$ cat src/qpcc_pkg.sv
// Shared constants for the quad PLL configuration and control block
package qpcc_pkg;
  localparam int NREG = 16;
  localparam int AW   = 12;

  // ----------------------------------------------------------------
  // Register offsets
  // ----------------------------------------------------------------
  localparam logic [11:0] OFS_LANE0_DIV  = 12'hCA0;
  localparam logic [11:0] OFS_R0_LOCK    = 12'hD0C;
  localparam logic [11:0] OFS_R0_WIDTH   = 12'hD0D;
  localparam logic [11:0] OFS_R0_REFDIV  = 12'hD0F;
  localparam logic [11:0] OFS_LANE1_DIV  = 12'hDA0;
  localparam logic [11:0] OFS_FRAC_SRC   = 12'hE10;
  localparam logic [11:0] OFS_FBDIV      = 12'hE12;
  localparam logic [11:0] OFS_LANE2_DIV  = 12'hEA0;
  localparam logic [11:0] OFS_R0_NUM     = 12'hF03;
  localparam logic [11:0] OFS_R1_LOCK    = 12'hF0C;
  localparam logic [11:0] OFS_R1_WIDTH   = 12'hF0D;
  localparam logic [11:0] OFS_R1_REFDIV  = 12'hF0F;
  localparam logic [11:0] OFS_R1_NUM     = 12'hF11;
  localparam logic [11:0] OFS_LANE3_DIV  = 12'hFA0;
  localparam logic [11:0] OFS_PLL_MODE   = 12'hC01;
  localparam logic [11:0] OFS_LANE_SRC   = 12'hC02;
  localparam logic [11:0] OFS_STATUS     = 12'hC00;
  localparam logic [11:0] REG_OFS [NREG] = '{
    OFS_LANE0_DIV, OFS_R0_LOCK, OFS_R0_WIDTH, OFS_R0_REFDIV,
    OFS_LANE1_DIV, OFS_FRAC_SRC, OFS_FBDIV, OFS_LANE2_DIV,
    OFS_R0_NUM, OFS_R1_LOCK, OFS_R1_WIDTH, OFS_R1_REFDIV,
    OFS_R1_NUM, OFS_LANE3_DIV, OFS_PLL_MODE, OFS_LANE_SRC};

  // Storage indices: shared, per clock half or per lane
  localparam int IX_FSEL   = 5;
  localparam int IX_FBDIV  = 6;
  localparam int IX_MODE   = 14;
  localparam int IX_LSRC   = 15;
  localparam int IX_LOCK   [2] = '{1, 9};
  localparam int IX_WIDTH  [2] = '{2, 10};
  localparam int IX_REFDIV [2] = '{3, 11};
  localparam int IX_NUM    [2] = '{8, 12};
  localparam int IX_LANE   [4] = '{0, 4, 7, 13};

  // ----------------------------------------------------------------
  // Field positions
  // ----------------------------------------------------------------
  localparam int FSEL_BIT [2] = '{11, 21};
  localparam int FBN_LSB  [2] = '{8, 24};
  localparam int FBN_W        = 8;
  localparam int NUM_W        = 26;
  localparam int RX_LSB       = 26;
  localparam int TX_LSB       = 23;
  localparam int DIV_W        = 3;
  localparam int REFDIV_W     = 5;
  localparam int LOCKEN_BIT   = 11;
  localparam int WSEL_LSB     = 9;
  localparam int MODE_STRIDE  = 8;
  localparam int MODE_HALF    = 0;
  localparam int MODE_LCLOCK  = 1;
  localparam int MODE_FAST    = 2;
  localparam int MODE_LCFRAC  = 3;
  localparam int MODE_RFRAC   = 4;
  localparam int ST_RLOCK     = 0;
  localparam int ST_LCLOCK    = 2;
  localparam int ST_OVF       = 4;
  localparam int ST_NOK       = 6;

  // ----------------------------------------------------------------
  // Reset values, limits and timing counts
  // ----------------------------------------------------------------
  localparam logic [31:0] FBDIV_RST = 32'h1440_1440;
  localparam logic [31:0] LOCK_RST  = 32'h0000_0800;
  localparam logic [31:0] MODE_RST  = 32'h0000_0202;
  localparam logic [31:0] REG_RST [NREG] = '{
    32'h0, LOCK_RST, 32'h0, 32'h0, 32'h0, 32'h0, FBDIV_RST, 32'h0,
    32'h0, LOCK_RST, 32'h0, 32'h0, 32'h0, 32'h0, MODE_RST, 32'h0};
  localparam logic [7:0] RN_LO   = 8'h05;
  localparam logic [7:0] RN_HI   = 8'h19;
  localparam logic [7:0] RN_A    = 8'h20;
  localparam logic [7:0] RN_B    = 8'h21;
  localparam logic [7:0] RN_TOP  = 8'h50;
  localparam logic [7:0] RNF_LO  = 8'h08;
  localparam int LOCK_WINDOW_DEF = 256;
  localparam int LOCK_TOL_DEF    = 2;
endpackage

$ cat src/qpcc_top.sv
// Quad PLL configuration registers, divider decoding and lock detection
//
// Summary of operation
// - Ring reference select codes 1-7 route one source, code 0 none
// - Ring lock high only within frequency tolerance
// - 26-bit port supplies numerator in port mode
// - Source bits 21/11 pick attribute or port
// - Ring N fields; integer N 5-25,32,33,80
// - Attribute numerators are 26-bit register fields
// - Lane divider codes 000-100 give 1..16
// - Reference divider M decodes 2,3,4,1
// - Bit 11 enables ring lock detector
// - Width code selects 24, 20, 16 bits
// - Fraction is numerator over two^width
// - LC output rate full or half VCO
// - LC fraction bypassed above 30.5 Gb/s
// - LC half 0 lanes 0/1, half 1 2/3
// - LC lock compares reference and feedback
// - Ring half 0 lanes 0/1, half 1 2/3
//
// The strobed register port is this design's own decision.
`timescale 1ns/10ps
`default_nettype none

module qpcc_top #(
  parameter int LOCK_WINDOW = qpcc_pkg::LOCK_WINDOW_DEF, // Lock compare window
  parameter int LOCK_TOL    = qpcc_pkg::LOCK_TOL_DEF     // Allowed count gap
) (
  input  wire logic             mclk,                // System clock
  input  wire logic             rst,                 // Sync reset
  input  wire logic [11:0]      reg_addr,            // Register offset
  input  wire logic [31:0]      reg_wdata,           // Write data
  input  wire logic             reg_wr,              // Write strobe
  input  wire logic             reg_rd,              // Read strobe
  output logic      [31:0]      reg_rdata,           // Read data
  input  wire logic [1:0][2:0]  ring_pll_ref_select, // Per half ref code
  input  wire logic [1:0][25:0] ring_pll_frac_numerator_in, // Port value
  input  wire logic [3:0]       pll_reset,           // Ring 0/1, LC 0/1
  input  wire logic [3:0]       ref_tick,            // Divided ref event
  input  wire logic [3:0]       fb_tick,             // Divided feedback
  input  wire logic [1:0]       lc_vco_tick,         // LC VCO event
  output logic      [1:0][6:0]  ring_ref_route,      // One-hot source
  output logic      [1:0]       ring_pll_locked,     // Ring lock
  output logic      [1:0]       lc_pll_locked,       // LC lock
  output logic      [1:0][25:0] frac_numerator_eff,  // Chosen numerator
  output logic      [1:0][23:0] frac_part,           // Fraction, 24 bits
  output logic      [1:0]       frac_numerator_ovf,  // Above 2^24-1
  output logic      [1:0][4:0]  frac_den_width,      // 24/20/16, 0 bad
  output logic      [1:0][2:0]  ring_ref_div,        // M, 0 bad
  output logic      [1:0][7:0]  ring_feedback_n,     // N field
  output logic      [1:0]       ring_n_valid,        // N in range
  output logic      [3:0][4:0]  rx_div_ratio,        // 1..16, 0 bad
  output logic      [3:0][4:0]  tx_div_ratio,        // 1..16, 0 bad
  output logic      [3:0][1:0]  lane_clock_src,      // {half, lc}
  output logic      [1:0]       lc_out_tick,         // LC output event
  output logic      [1:0]       lc_frac_active       // LC fraction used
);

  localparam int CW = $clog2(LOCK_WINDOW) + 1;

  // ----------------------------------------------------------------
  // State
  // ----------------------------------------------------------------
  typedef struct packed {
    logic [qpcc_pkg::NREG-1:0][31:0] regs;
    logic [31:0]        rdata;
    logic [1:0][6:0]    route;
    logic [1:0][25:0]   num_eff;
    logic [1:0][23:0]   frac;
    logic [1:0]         num_ovf;
    logic [1:0][4:0]    den_w;
    logic [1:0][2:0]    m_div;
    logic [1:0][7:0]    ring_n;
    logic [1:0]         n_ok;
    logic [3:0][4:0]    rx_ratio;
    logic [3:0][4:0]    tx_ratio;
    logic [3:0][1:0]    lane_src;
    logic [1:0]         lc_phase;
    logic [1:0]         lc_tick;
    logic [1:0]         lc_frac;
    logic [3:0][CW-1:0] win;
    logic [3:0][CW-1:0] ref_cnt;
    logic [3:0][CW-1:0] fb_cnt;
    logic [3:0]         locked;
  } qpcc_state_t;

  qpcc_state_t q;
  qpcc_state_t d;

  // ----------------------------------------------------------------
  // Decoders
  // ----------------------------------------------------------------
  function automatic logic [4:0] lookup(input logic [11:0] a);
    logic [4:0] r;
    r = 5'h00;
    for (int i = 0; i < qpcc_pkg::NREG; i++) begin
      if (a == qpcc_pkg::REG_OFS[i]) begin
        r = {1'b1, 4'(i)};
      end
    end
    return r;
  endfunction

  function automatic logic [4:0] serial_div(input logic [2:0] c);
    return (c <= 3'h4) ? 5'(5'h01 << c) : 5'h00;
  endfunction

  function automatic logic [6:0] ref_route(input logic [2:0] s);
    return (s == 3'h0) ? 7'h00 : 7'(7'h01 << (s - 3'h1));
  endfunction

  function automatic logic [2:0] m_decode(input logic [4:0] c);
    case (c)
      5'h00:   return 3'h2;
      5'h01:   return 3'h3;
      5'h02:   return 3'h4;
      5'h04:   return 3'h1;
      default: return 3'h0;
    endcase
  endfunction

  function automatic logic [4:0] width_decode(input logic [1:0] c);
    case (c)
      2'h0:    return 5'h18;
      2'h1:    return 5'h14;
      2'h2:    return 5'h10;
      default: return 5'h00;
    endcase
  endfunction

  function automatic logic n_valid(input logic [7:0] n, input logic fr);
    if (fr) begin
      return (n >= qpcc_pkg::RNF_LO) && (n <= qpcc_pkg::RN_TOP);
    end
    return ((n >= qpcc_pkg::RN_LO) && (n <= qpcc_pkg::RN_HI)) ||
           (n == qpcc_pkg::RN_A) || (n == qpcc_pkg::RN_B) ||
           (n == qpcc_pkg::RN_TOP);
  endfunction

  // ----------------------------------------------------------------
  // Next state
  // ----------------------------------------------------------------
  always_comb begin
    logic [4:0]    hit;
    logic [7:0]    mode;
    logic [25:0]   num;
    logic [1:0]    wsel;
    logic [3:0]    lock_en;
    logic [CW-1:0] rn;
    logic [CW-1:0] fn;
    logic [CW-1:0] gap;
    logic [31:0]   status;
    hit     = lookup(reg_addr);
    mode    = 8'h00;
    num     = 26'h0;
    wsel    = 2'h0;
    lock_en = 4'h0;
    rn      = '0;
    fn      = '0;
    gap     = '0;
    status  = 32'h0;
    d       = q;
    d.rdata = 32'h0;

    // Register port: reads see the state before a same-cycle write
    status[qpcc_pkg::ST_RLOCK +: 2]  = q.locked[1:0];
    status[qpcc_pkg::ST_LCLOCK +: 2] = q.locked[3:2];
    status[qpcc_pkg::ST_OVF +: 2]    = q.num_ovf;
    status[qpcc_pkg::ST_NOK +: 2]    = q.n_ok;
    if (reg_rd) begin
      if (hit[4]) begin
        d.rdata = q.regs[hit[3:0]];
      end else if (reg_addr == qpcc_pkg::OFS_STATUS) begin
        d.rdata = status;
      end
    end
    if (reg_wr && hit[4]) begin
      d.regs[hit[3:0]] = reg_wdata;
    end

    for (int h = 0; h < 2; h++) begin
      mode = q.regs[qpcc_pkg::IX_MODE][h*qpcc_pkg::MODE_STRIDE +: 8];
      d.route[h] = ref_route(ring_pll_ref_select[h]);
      if (q.regs[qpcc_pkg::IX_FSEL][qpcc_pkg::FSEL_BIT[h]]) begin
        num = ring_pll_frac_numerator_in[h];
      end else begin
        num = q.regs[qpcc_pkg::IX_NUM[h]][qpcc_pkg::NUM_W-1:0];
      end
      d.num_eff[h] = num;
      d.num_ovf[h] = |num[25:24];
      wsel = q.regs[qpcc_pkg::IX_WIDTH[h]][qpcc_pkg::WSEL_LSB +: 2];
      d.den_w[h] = width_decode(wsel);
      // Fraction scaled to 2^24 so every width reads on one scale
      case (wsel)
        2'h0:    d.frac[h] = num[23:0];
        2'h1:    d.frac[h] = {num[19:0], 4'h0};
        2'h2:    d.frac[h] = {num[15:0], 8'h00};
        default: d.frac[h] = 24'h0;
      endcase
      d.m_div[h] = m_decode(q.regs[qpcc_pkg::IX_REFDIV[h]][qpcc_pkg::REFDIV_W-1:0]);
      d.ring_n[h] = q.regs[qpcc_pkg::IX_FBDIV][qpcc_pkg::FBN_LSB[h] +: 8];
      d.n_ok[h] = n_valid(d.ring_n[h], mode[qpcc_pkg::MODE_RFRAC]);
      // Fraction only takes effect at or below the top fractional rate
      d.lc_frac[h] = mode[qpcc_pkg::MODE_LCFRAC] & ~mode[qpcc_pkg::MODE_FAST];
      lock_en[h] = q.regs[qpcc_pkg::IX_LOCK[h]][qpcc_pkg::LOCKEN_BIT];
      lock_en[h+2] = mode[qpcc_pkg::MODE_LCLOCK];
      if (pll_reset[h+2]) begin
        d.lc_phase[h] = 1'b0;
        d.lc_tick[h]  = 1'b0;
      end else begin
        d.lc_tick[h] = lc_vco_tick[h] & (~mode[qpcc_pkg::MODE_HALF] | q.lc_phase[h]);
        d.lc_phase[h] = q.lc_phase[h] ^ lc_vco_tick[h];
      end
    end

    for (int l = 0; l < 4; l++) begin
      d.rx_ratio[l] = serial_div(q.regs[qpcc_pkg::IX_LANE[l]][qpcc_pkg::RX_LSB +: 3]);
      d.tx_ratio[l] = serial_div(q.regs[qpcc_pkg::IX_LANE[l]][qpcc_pkg::TX_LSB +: 3]);
      // Half is fixed by lane number; software only picks ring or LC
      d.lane_src[l] = {l >= 2, q.regs[qpcc_pkg::IX_LSRC][l]};
    end

    // Frequency comparison of reference and feedback over a window
    for (int p = 0; p < 4; p++) begin
      rn  = q.ref_cnt[p] + CW'(ref_tick[p]);
      fn  = q.fb_cnt[p] + CW'(fb_tick[p]);
      gap = (rn > fn) ? rn - fn : fn - rn;
      if (pll_reset[p] || !lock_en[p]) begin
        d.win[p]     = '0;
        d.ref_cnt[p] = '0;
        d.fb_cnt[p]  = '0;
        d.locked[p]  = 1'b0;
      end else if (q.win[p] == CW'(LOCK_WINDOW - 1)) begin
        d.win[p]     = '0;
        d.ref_cnt[p] = '0;
        d.fb_cnt[p]  = '0;
        d.locked[p]  = (gap <= CW'(LOCK_TOL)) && (rn != '0);
      end else begin
        d.win[p]     = q.win[p] + CW'(1);
        d.ref_cnt[p] = rn;
        d.fb_cnt[p]  = fn;
      end
    end

    if (rst) begin
      d = '0;
      for (int i = 0; i < qpcc_pkg::NREG; i++) begin
        d.regs[i] = qpcc_pkg::REG_RST[i];
      end
    end
  end

  always_ff @(posedge mclk) begin
    q <= d;
  end

  // ----------------------------------------------------------------
  // Outputs
  // ----------------------------------------------------------------
  assign reg_rdata          = q.rdata;
  assign ring_ref_route     = q.route;
  assign ring_pll_locked    = q.locked[1:0];
  assign lc_pll_locked      = q.locked[3:2];
  assign frac_numerator_eff = q.num_eff;
  assign frac_part          = q.frac;
  assign frac_numerator_ovf = q.num_ovf;
  assign frac_den_width     = q.den_w;
  assign ring_ref_div       = q.m_div;
  assign ring_feedback_n    = q.ring_n;
  assign ring_n_valid       = q.n_ok;
  assign rx_div_ratio       = q.rx_ratio;
  assign tx_div_ratio       = q.tx_ratio;
  assign lane_clock_src     = q.lane_src;
  assign lc_out_tick        = q.lc_tick;
  assign lc_frac_active     = q.lc_frac;

  // ----------------------------------------------------------------
  // Checks
  // ----------------------------------------------------------------
  property p_route_global;
    @(posedge mclk) disable iff (rst)
    ring_pll_ref_select[0] == 3'h7 |=> q.route[0] == 7'h40;
  endproperty
  a_route_global: assert property (p_route_global)
    else $error("global reference not routed");
  property p_num_port;
    @(posedge mclk) disable iff (rst)
    q.regs[5][21] |=> q.num_eff[1] == $past(ring_pll_frac_numerator_in[1]);
  endproperty
  a_num_port: assert property (p_num_port)
    else $error("port numerator not selected");
  property p_num_attr;
    @(posedge mclk) disable iff (rst)
    !q.regs[5][11] |=> q.num_eff[0] == $past(q.regs[8][25:0]);
  endproperty
  a_num_attr: assert property (p_num_attr)
    else $error("attribute numerator not selected");
  property p_n_check;
    @(posedge mclk) disable iff (rst)
    (q.regs[6][15:8] == 8'h1A) && !q.regs[14][4] |=> !q.n_ok[0];
  endproperty
  a_n_check: assert property (p_n_check)
    else $error("invalid integer N accepted");
  property p_serial16;
    @(posedge mclk) disable iff (rst)
    q.regs[0][28:26] == 3'h4 |=> q.rx_ratio[0] == 5'h10;
  endproperty
  a_serial16: assert property (p_serial16)
    else $error("divide by 16 not decoded");
  property p_m_one;
    @(posedge mclk) disable iff (rst)
    q.regs[3][4:0] == 5'h04 |=> q.m_div[0] == 3'h1;
  endproperty
  a_m_one: assert property (p_m_one)
    else $error("M code 00100 not decoded as 1");
  property p_lock_off;
    @(posedge mclk) disable iff (rst)
    !q.regs[1][11] |=> !q.locked[0];
  endproperty
  a_lock_off: assert property (p_lock_off)
    else $error("lock reported with detector off");
  property p_width16;
    @(posedge mclk) disable iff (rst)
    q.den_w[1] == 5'h10 |-> q.frac[1] == {q.num_eff[1][15:0], 8'h00};
  endproperty
  a_width16: assert property (p_width16)
    else $error("16-bit fraction misaligned");
  property p_half_rate;
    @(posedge mclk) disable iff (rst)
    q.lc_tick[0] |-> $past(lc_vco_tick[0]) &&
      (!$past(q.regs[14][0]) || $past(q.lc_phase[0]));
  endproperty
  a_half_rate: assert property (p_half_rate)
    else $error("LC output event at wrong rate");
  property p_bypass;
    @(posedge mclk) disable iff (rst)
    q.regs[14][10] |=> !q.lc_frac[1];
  endproperty
  a_bypass: assert property (p_bypass)
    else $error("fraction active above top rate");
  // Decodes are still cleared in the cycle right after reset
  property p_lane_half;
    @(posedge mclk) disable iff (rst)
    !$past(rst) |-> !q.lane_src[0][1] && !q.lane_src[1][1] &&
    q.lane_src[2][1] && q.lane_src[3][1];
  endproperty
  a_lane_half: assert property (p_lane_half)
    else $error("lane fed from wrong clock half");
  property p_lock_rise;
    @(posedge mclk) disable iff (rst)
    $rose(q.locked[2]) |-> $past(q.win[2]) == CW'(LOCK_WINDOW - 1);
  endproperty
  a_lock_rise: assert property (p_lock_rise)
    else $error("lock rose outside window end");
  property p_reset_lock;
    @(posedge mclk) disable iff (rst)
    pll_reset[0] |=> !q.locked[0] ##1 !q.locked[0];
  endproperty
  a_reset_lock: assert property (p_reset_lock)
    else $error("lock held through PLL reset");

endmodule // qpcc_top

`default_nettype wire

$ cat config.mk
export PLATFORM = sky130hd
export DESIGN_NAME = qpcc_top
export DESIGN_NICKNAME = d
export VERILOG_FILES = /design/src/qpcc_pkg.sv /design/src/qpcc_top.sv
export SDC_FILE = /design/constraint.sdc
export NUM_CORES = 2
export LEC_CHECK = 0
export ABC_AREA = 1
export BUFFER_PORTS_ARGS = -buffer_cell sky130_fd_sc_hd__buf_2
export CORE_MARGIN = 10
export CORE_UTILIZATION = 40
export DETAILED_ROUTE_END_ITERATION = 8
export PLACE_DENSITY = 0.57
export SLEW_MARGIN = 20
export SYNTH_ARGS = -nofsm -noshare
export SYNTH_HDL_FRONTEND = slang
export SYNTH_SLANG_ARGS = --single-unit
$ cat constraint.sdc
create_clock -name mclk -period 6.4 [get_ports mclk]
set_input_delay 1.28 -clock mclk [delete_from_list [all_inputs] [get_ports mclk]]
set_output_delay 1.28 -clock mclk [all_outputs]
set_load 0.02 [all_outputs]
==> results <==
- The run finished with clean final reports.
- The global-route layer with the greatest usage is met2.
- The number of antenna violations at the first check in global routing was 8.
- The critical path start-end classification is primary input to flip-flop.
- The core area is approximately 100000 um^2.
- The floorplan step defined a die boundary enclosing around 120000 um^2.
- The number of levels in the clock H-tree is 3.
- Global routing finished with a remaining overflow of 0.
- Leaving out fill and tap cells, the most frequent cell in the layout is nand2_1.
- In this run the worst path has a maximum fanout of 98.
- The number of standard-cell rows in the floorplan is 117.
- The design draws between 10 and 15 mW.
- The total number of vias is 38.6k.
- The signal on the critical path passes through buf_2 -> nand2_1 -> inv_2 -> nand3_2 -> nor2_1 -> inv_2 -> nand3_2 -> nor3_4 -> nand3_1 -> nand2_1 -> inv_8 -> buf_12 -> nand2_1 -> buf_4 -> nand2_1 -> a21oi_1.
- By instance count, the cell type seen most on the critical path is nand2_1.
- The post-route netlist has 11.3% of its cells at a drive strength greater than 1.
- The insertion delay to the later sink of the worst-skew pair is around 0.68 ns.
- The number of nets with antenna violations after detailed routing is 0.
- The via count of the first global-routing pass is around 36k.
- The number of flops mapped to enable cells by yosys is 0.
- The number of clock buffers added by TritonCTS is between 90 and 100.
- Compared with the post-synthesis result, the final layout area differs by 10.4%.
- Sequential elements use about two fifths of the synthesized area.
- The clock-pin slew on the worst setup and hold paths is approximately 0.060 ns.
- The register bit total from synthesis is 853.
- STA classifies the critical path startpoint as a primary input.
- Max-cap violations in this run came to 0.
- The headroom to the max-slew limit is a little over a fifth.
- The global routing usage on met1 is between 30% and 40%.
- The layout has around 11k filler cells.
- The clock passes through at most 3 buffers.
- Once the clock tree was built, the resizer swapped 0 gates to a different size.
- The cell sitting at the root of the clock tree is a clkbuf_16.
- The worst min-delay path class is flip-flop to flip-flop.
- At the worst endpoint, the required time is between 6 and 7 ns.
- 358 I/O pins were placed.
- For this run, asynchronously set or reset flops after synthesis account for 0%.
- Setup repair after global routing left no endpoint under its margin.
- On the worst path, the slowest cell contributes a delay of 0.55 ns.
- Timing would allow up to approximately 210 MHz.
- STA classifies the critical path endpoint as a flip-flop.
- The setup violation total in the final timing report is 0.
- Hold is met by roughly 0.45 ns.
- The total power per unit cell area is approximately 260 nW/um^2.
- The final design instance area without fill is ~46000 um^2.
- The gate count of the mapped netlist is approximately 6k.
- Dividing the detail-routed via count by the number of cells gives about 5.3.
- For this block, the initial DRC count from the detailed router was between 3k and 4k.
- The core occupancy in the finished layout is between 40 and 50%.
- The post-synthesis cell area is 41300 um^2.
- The library cell with the largest summed area after synthesis is dfxtp_1.
- The count of final max-slew check failures came to 0.
- The DRC violations left is 0.
- The first detailed-routing pass took 8 iterations.
- At the worst endpoint, the arrival time is roughly 5.3 ns.
- Buffers inserted to repair hold after CTS numbered 0.
- Across the VDD grid, the largest voltage drop is 0.174 mV.
- The yosys synthesis warning count is 0.
- The die outline width is 341 um.
- The wire length of the first global-routing pass is 225000 um.
- At the pin with the least slew margin, the transition time is 1.17 ns.
- The worst path in the final design needs a cycle of 4.67 ns, including I/O delays and setup.
- The global-route met2 utilization is a little under two fifths.
- In this run the cell area measured after placement is ~42000 um^2.
- Setup total negative slack on the finished layout was measured at 0 ns.
- The final hold violation count is 0.
- The number of nets in the finished design is approximately 6.0k.
- After detailed routing, the average wire length per cell comes to between 20 and 25 um.
- Routability-driven placement finished with a final weighted congestion of a little over 0.9.
- After synthesis, the mean cell area works out to 6.99 um^2.
- The starting utilization of the core area is between 40 and 50%.
- The count of input and output buffers is ~350.
- The half-perimeter wire length after detailed placement is 100000 um.
- The met3 track utilization from global routing is about 4.4%.
- In this run the vertical extent of the chip is approximately 340 um.
- By area the synthesized netlist is led by dfxtp_1 (41%), nand2_1 (15%), nand3_1 (6.6%).
- Post-CTS timing repair inserted 0 buffers for setup.
- In the synthesized netlist the dominant register cell turns out to be dfxtp_1.
- The count of cell types in the netlist is 48.
- The top cell type by area accounts for between 40% and 50% of the synthesized area.
- Summed over all layers, the routed wires come to between 100000 and 150000 um.
- Clock skew on the completed layout was measured at about 0.035 ns.
- The CTS tree is done.
- Clock tree synthesis found a total of between 800 and 900 sinks.
- The maximum number of pins on one net before global-route repair is 147.
- The slowest library cell on the worst path is nand3_2.
- The overall routing resource usage is about a quarter.
- The leakage power of the design is slightly below 20 nW.
- The top cell types in the final layout, fill and taps aside, are nand2_1 (1650), dfxtp_1 (853), nand3_1 (545).
- Of the available clock period, the critical path in the final layout requires 73.0%.
-- layer usage --
metal / routed length, um / vias up
li1: - / 18700
met1: 67300 / 18100
met4: 4380 / 4
met3: 12600 / 203
met2: 64900 / 1590
met5: 26 / -
-- cell families (layout without fill, tap and decap cells) --
logic type / Yosys count / in the layout / synth area share (%)
simple gates: 2898 / 2898 / 29.5
buf+inv: 1059 / 1043 / 12.0
compound gates: 906 / 906 / 11.9
flops: 853 / 853 / 41.4
fa+ha+maj: 110 / 110 / 3.48
xor+xnor: 65 / 65 / 1.38
mux: 14 / 14 / 0.339
other cells: 1 / 10 / 0.00908
-- power breakdown --
part / switching [mW] / internal, mW
logic: 0.431 / 0.157
clock network: 2.37 / 3.53
registers: 0.00680 / 5.33
-- cell usage after synthesis (all sizes together), types with 9 or more instances --
library cell	instances
nor2	449
a211oi	56
buf	339
xor2	53
clkbuf	280
nand2	1656
xnor2	12
o211ai	9
ha	102
nor3	83
inv	435
o21ai	221
mux2i	14
o221ai	33
nand3b	20
dfxtp	853
nand4	83
a21boi	20
a21oi	544
nand3	548
or2	41
-- final timing paths --
check	startpoint	endpoint	slack (ns)	cells past startpoint
min	q[85]	q[85]	0.45	1
max	reg_addr[10]	q[844]	1.73	16
min reg2reg	q[85]	q[85]	0.45	1
max reg2reg	q[58]	lc_pll_locked[0]	2.66	19
-- through the flow --
step | std cells | setup slack [ns]
floorplan | 5911 | 2.35
global placement | 7084 | 1.15
detailed placement | 7084 | 1.12
CTS | 7263 | 1.83
global route | 7264 | 1.50
finish | 7267 | 1.73
-- critical path, delay by kind of cell --
| kind | cells | cell delay, ns |
|---|---|---|
| simple gates | 9 | 2.12 |
| compound gates | 1 | 0.16 |
| buf+inv | 6 | 1.59 |
-- sequential cells by signal, indices dropped and copies added, names as in the netlist, 5 cells and up --
name and flops:
ring_ref_route 14, tx_div_ratio 20, reg_rdata 32, ring_ref_div 6, frac_numerator_eff 52, lane_clock_src 5, ring_feedback_n 16, q 622
frac_part 48, rx_div_ratio 20, frac_den_width 6
-- cell type report --
type                            instances  area [um^2]  area share (%)
Inverter                              440         1660            3.64
Tap cell                             1368         1710            3.76
Timing Repair Buffer                  424         2410            5.30
Sequential cell                       853        17100            37.5
Multi-Input combinational cell       3999        19300            42.4
Clock inverter                         44          542            1.19
Antenna cell                            4         10.0          0.0220
Clock buffer                          135         2830            6.22
Power figures use the tool's default switching activity.
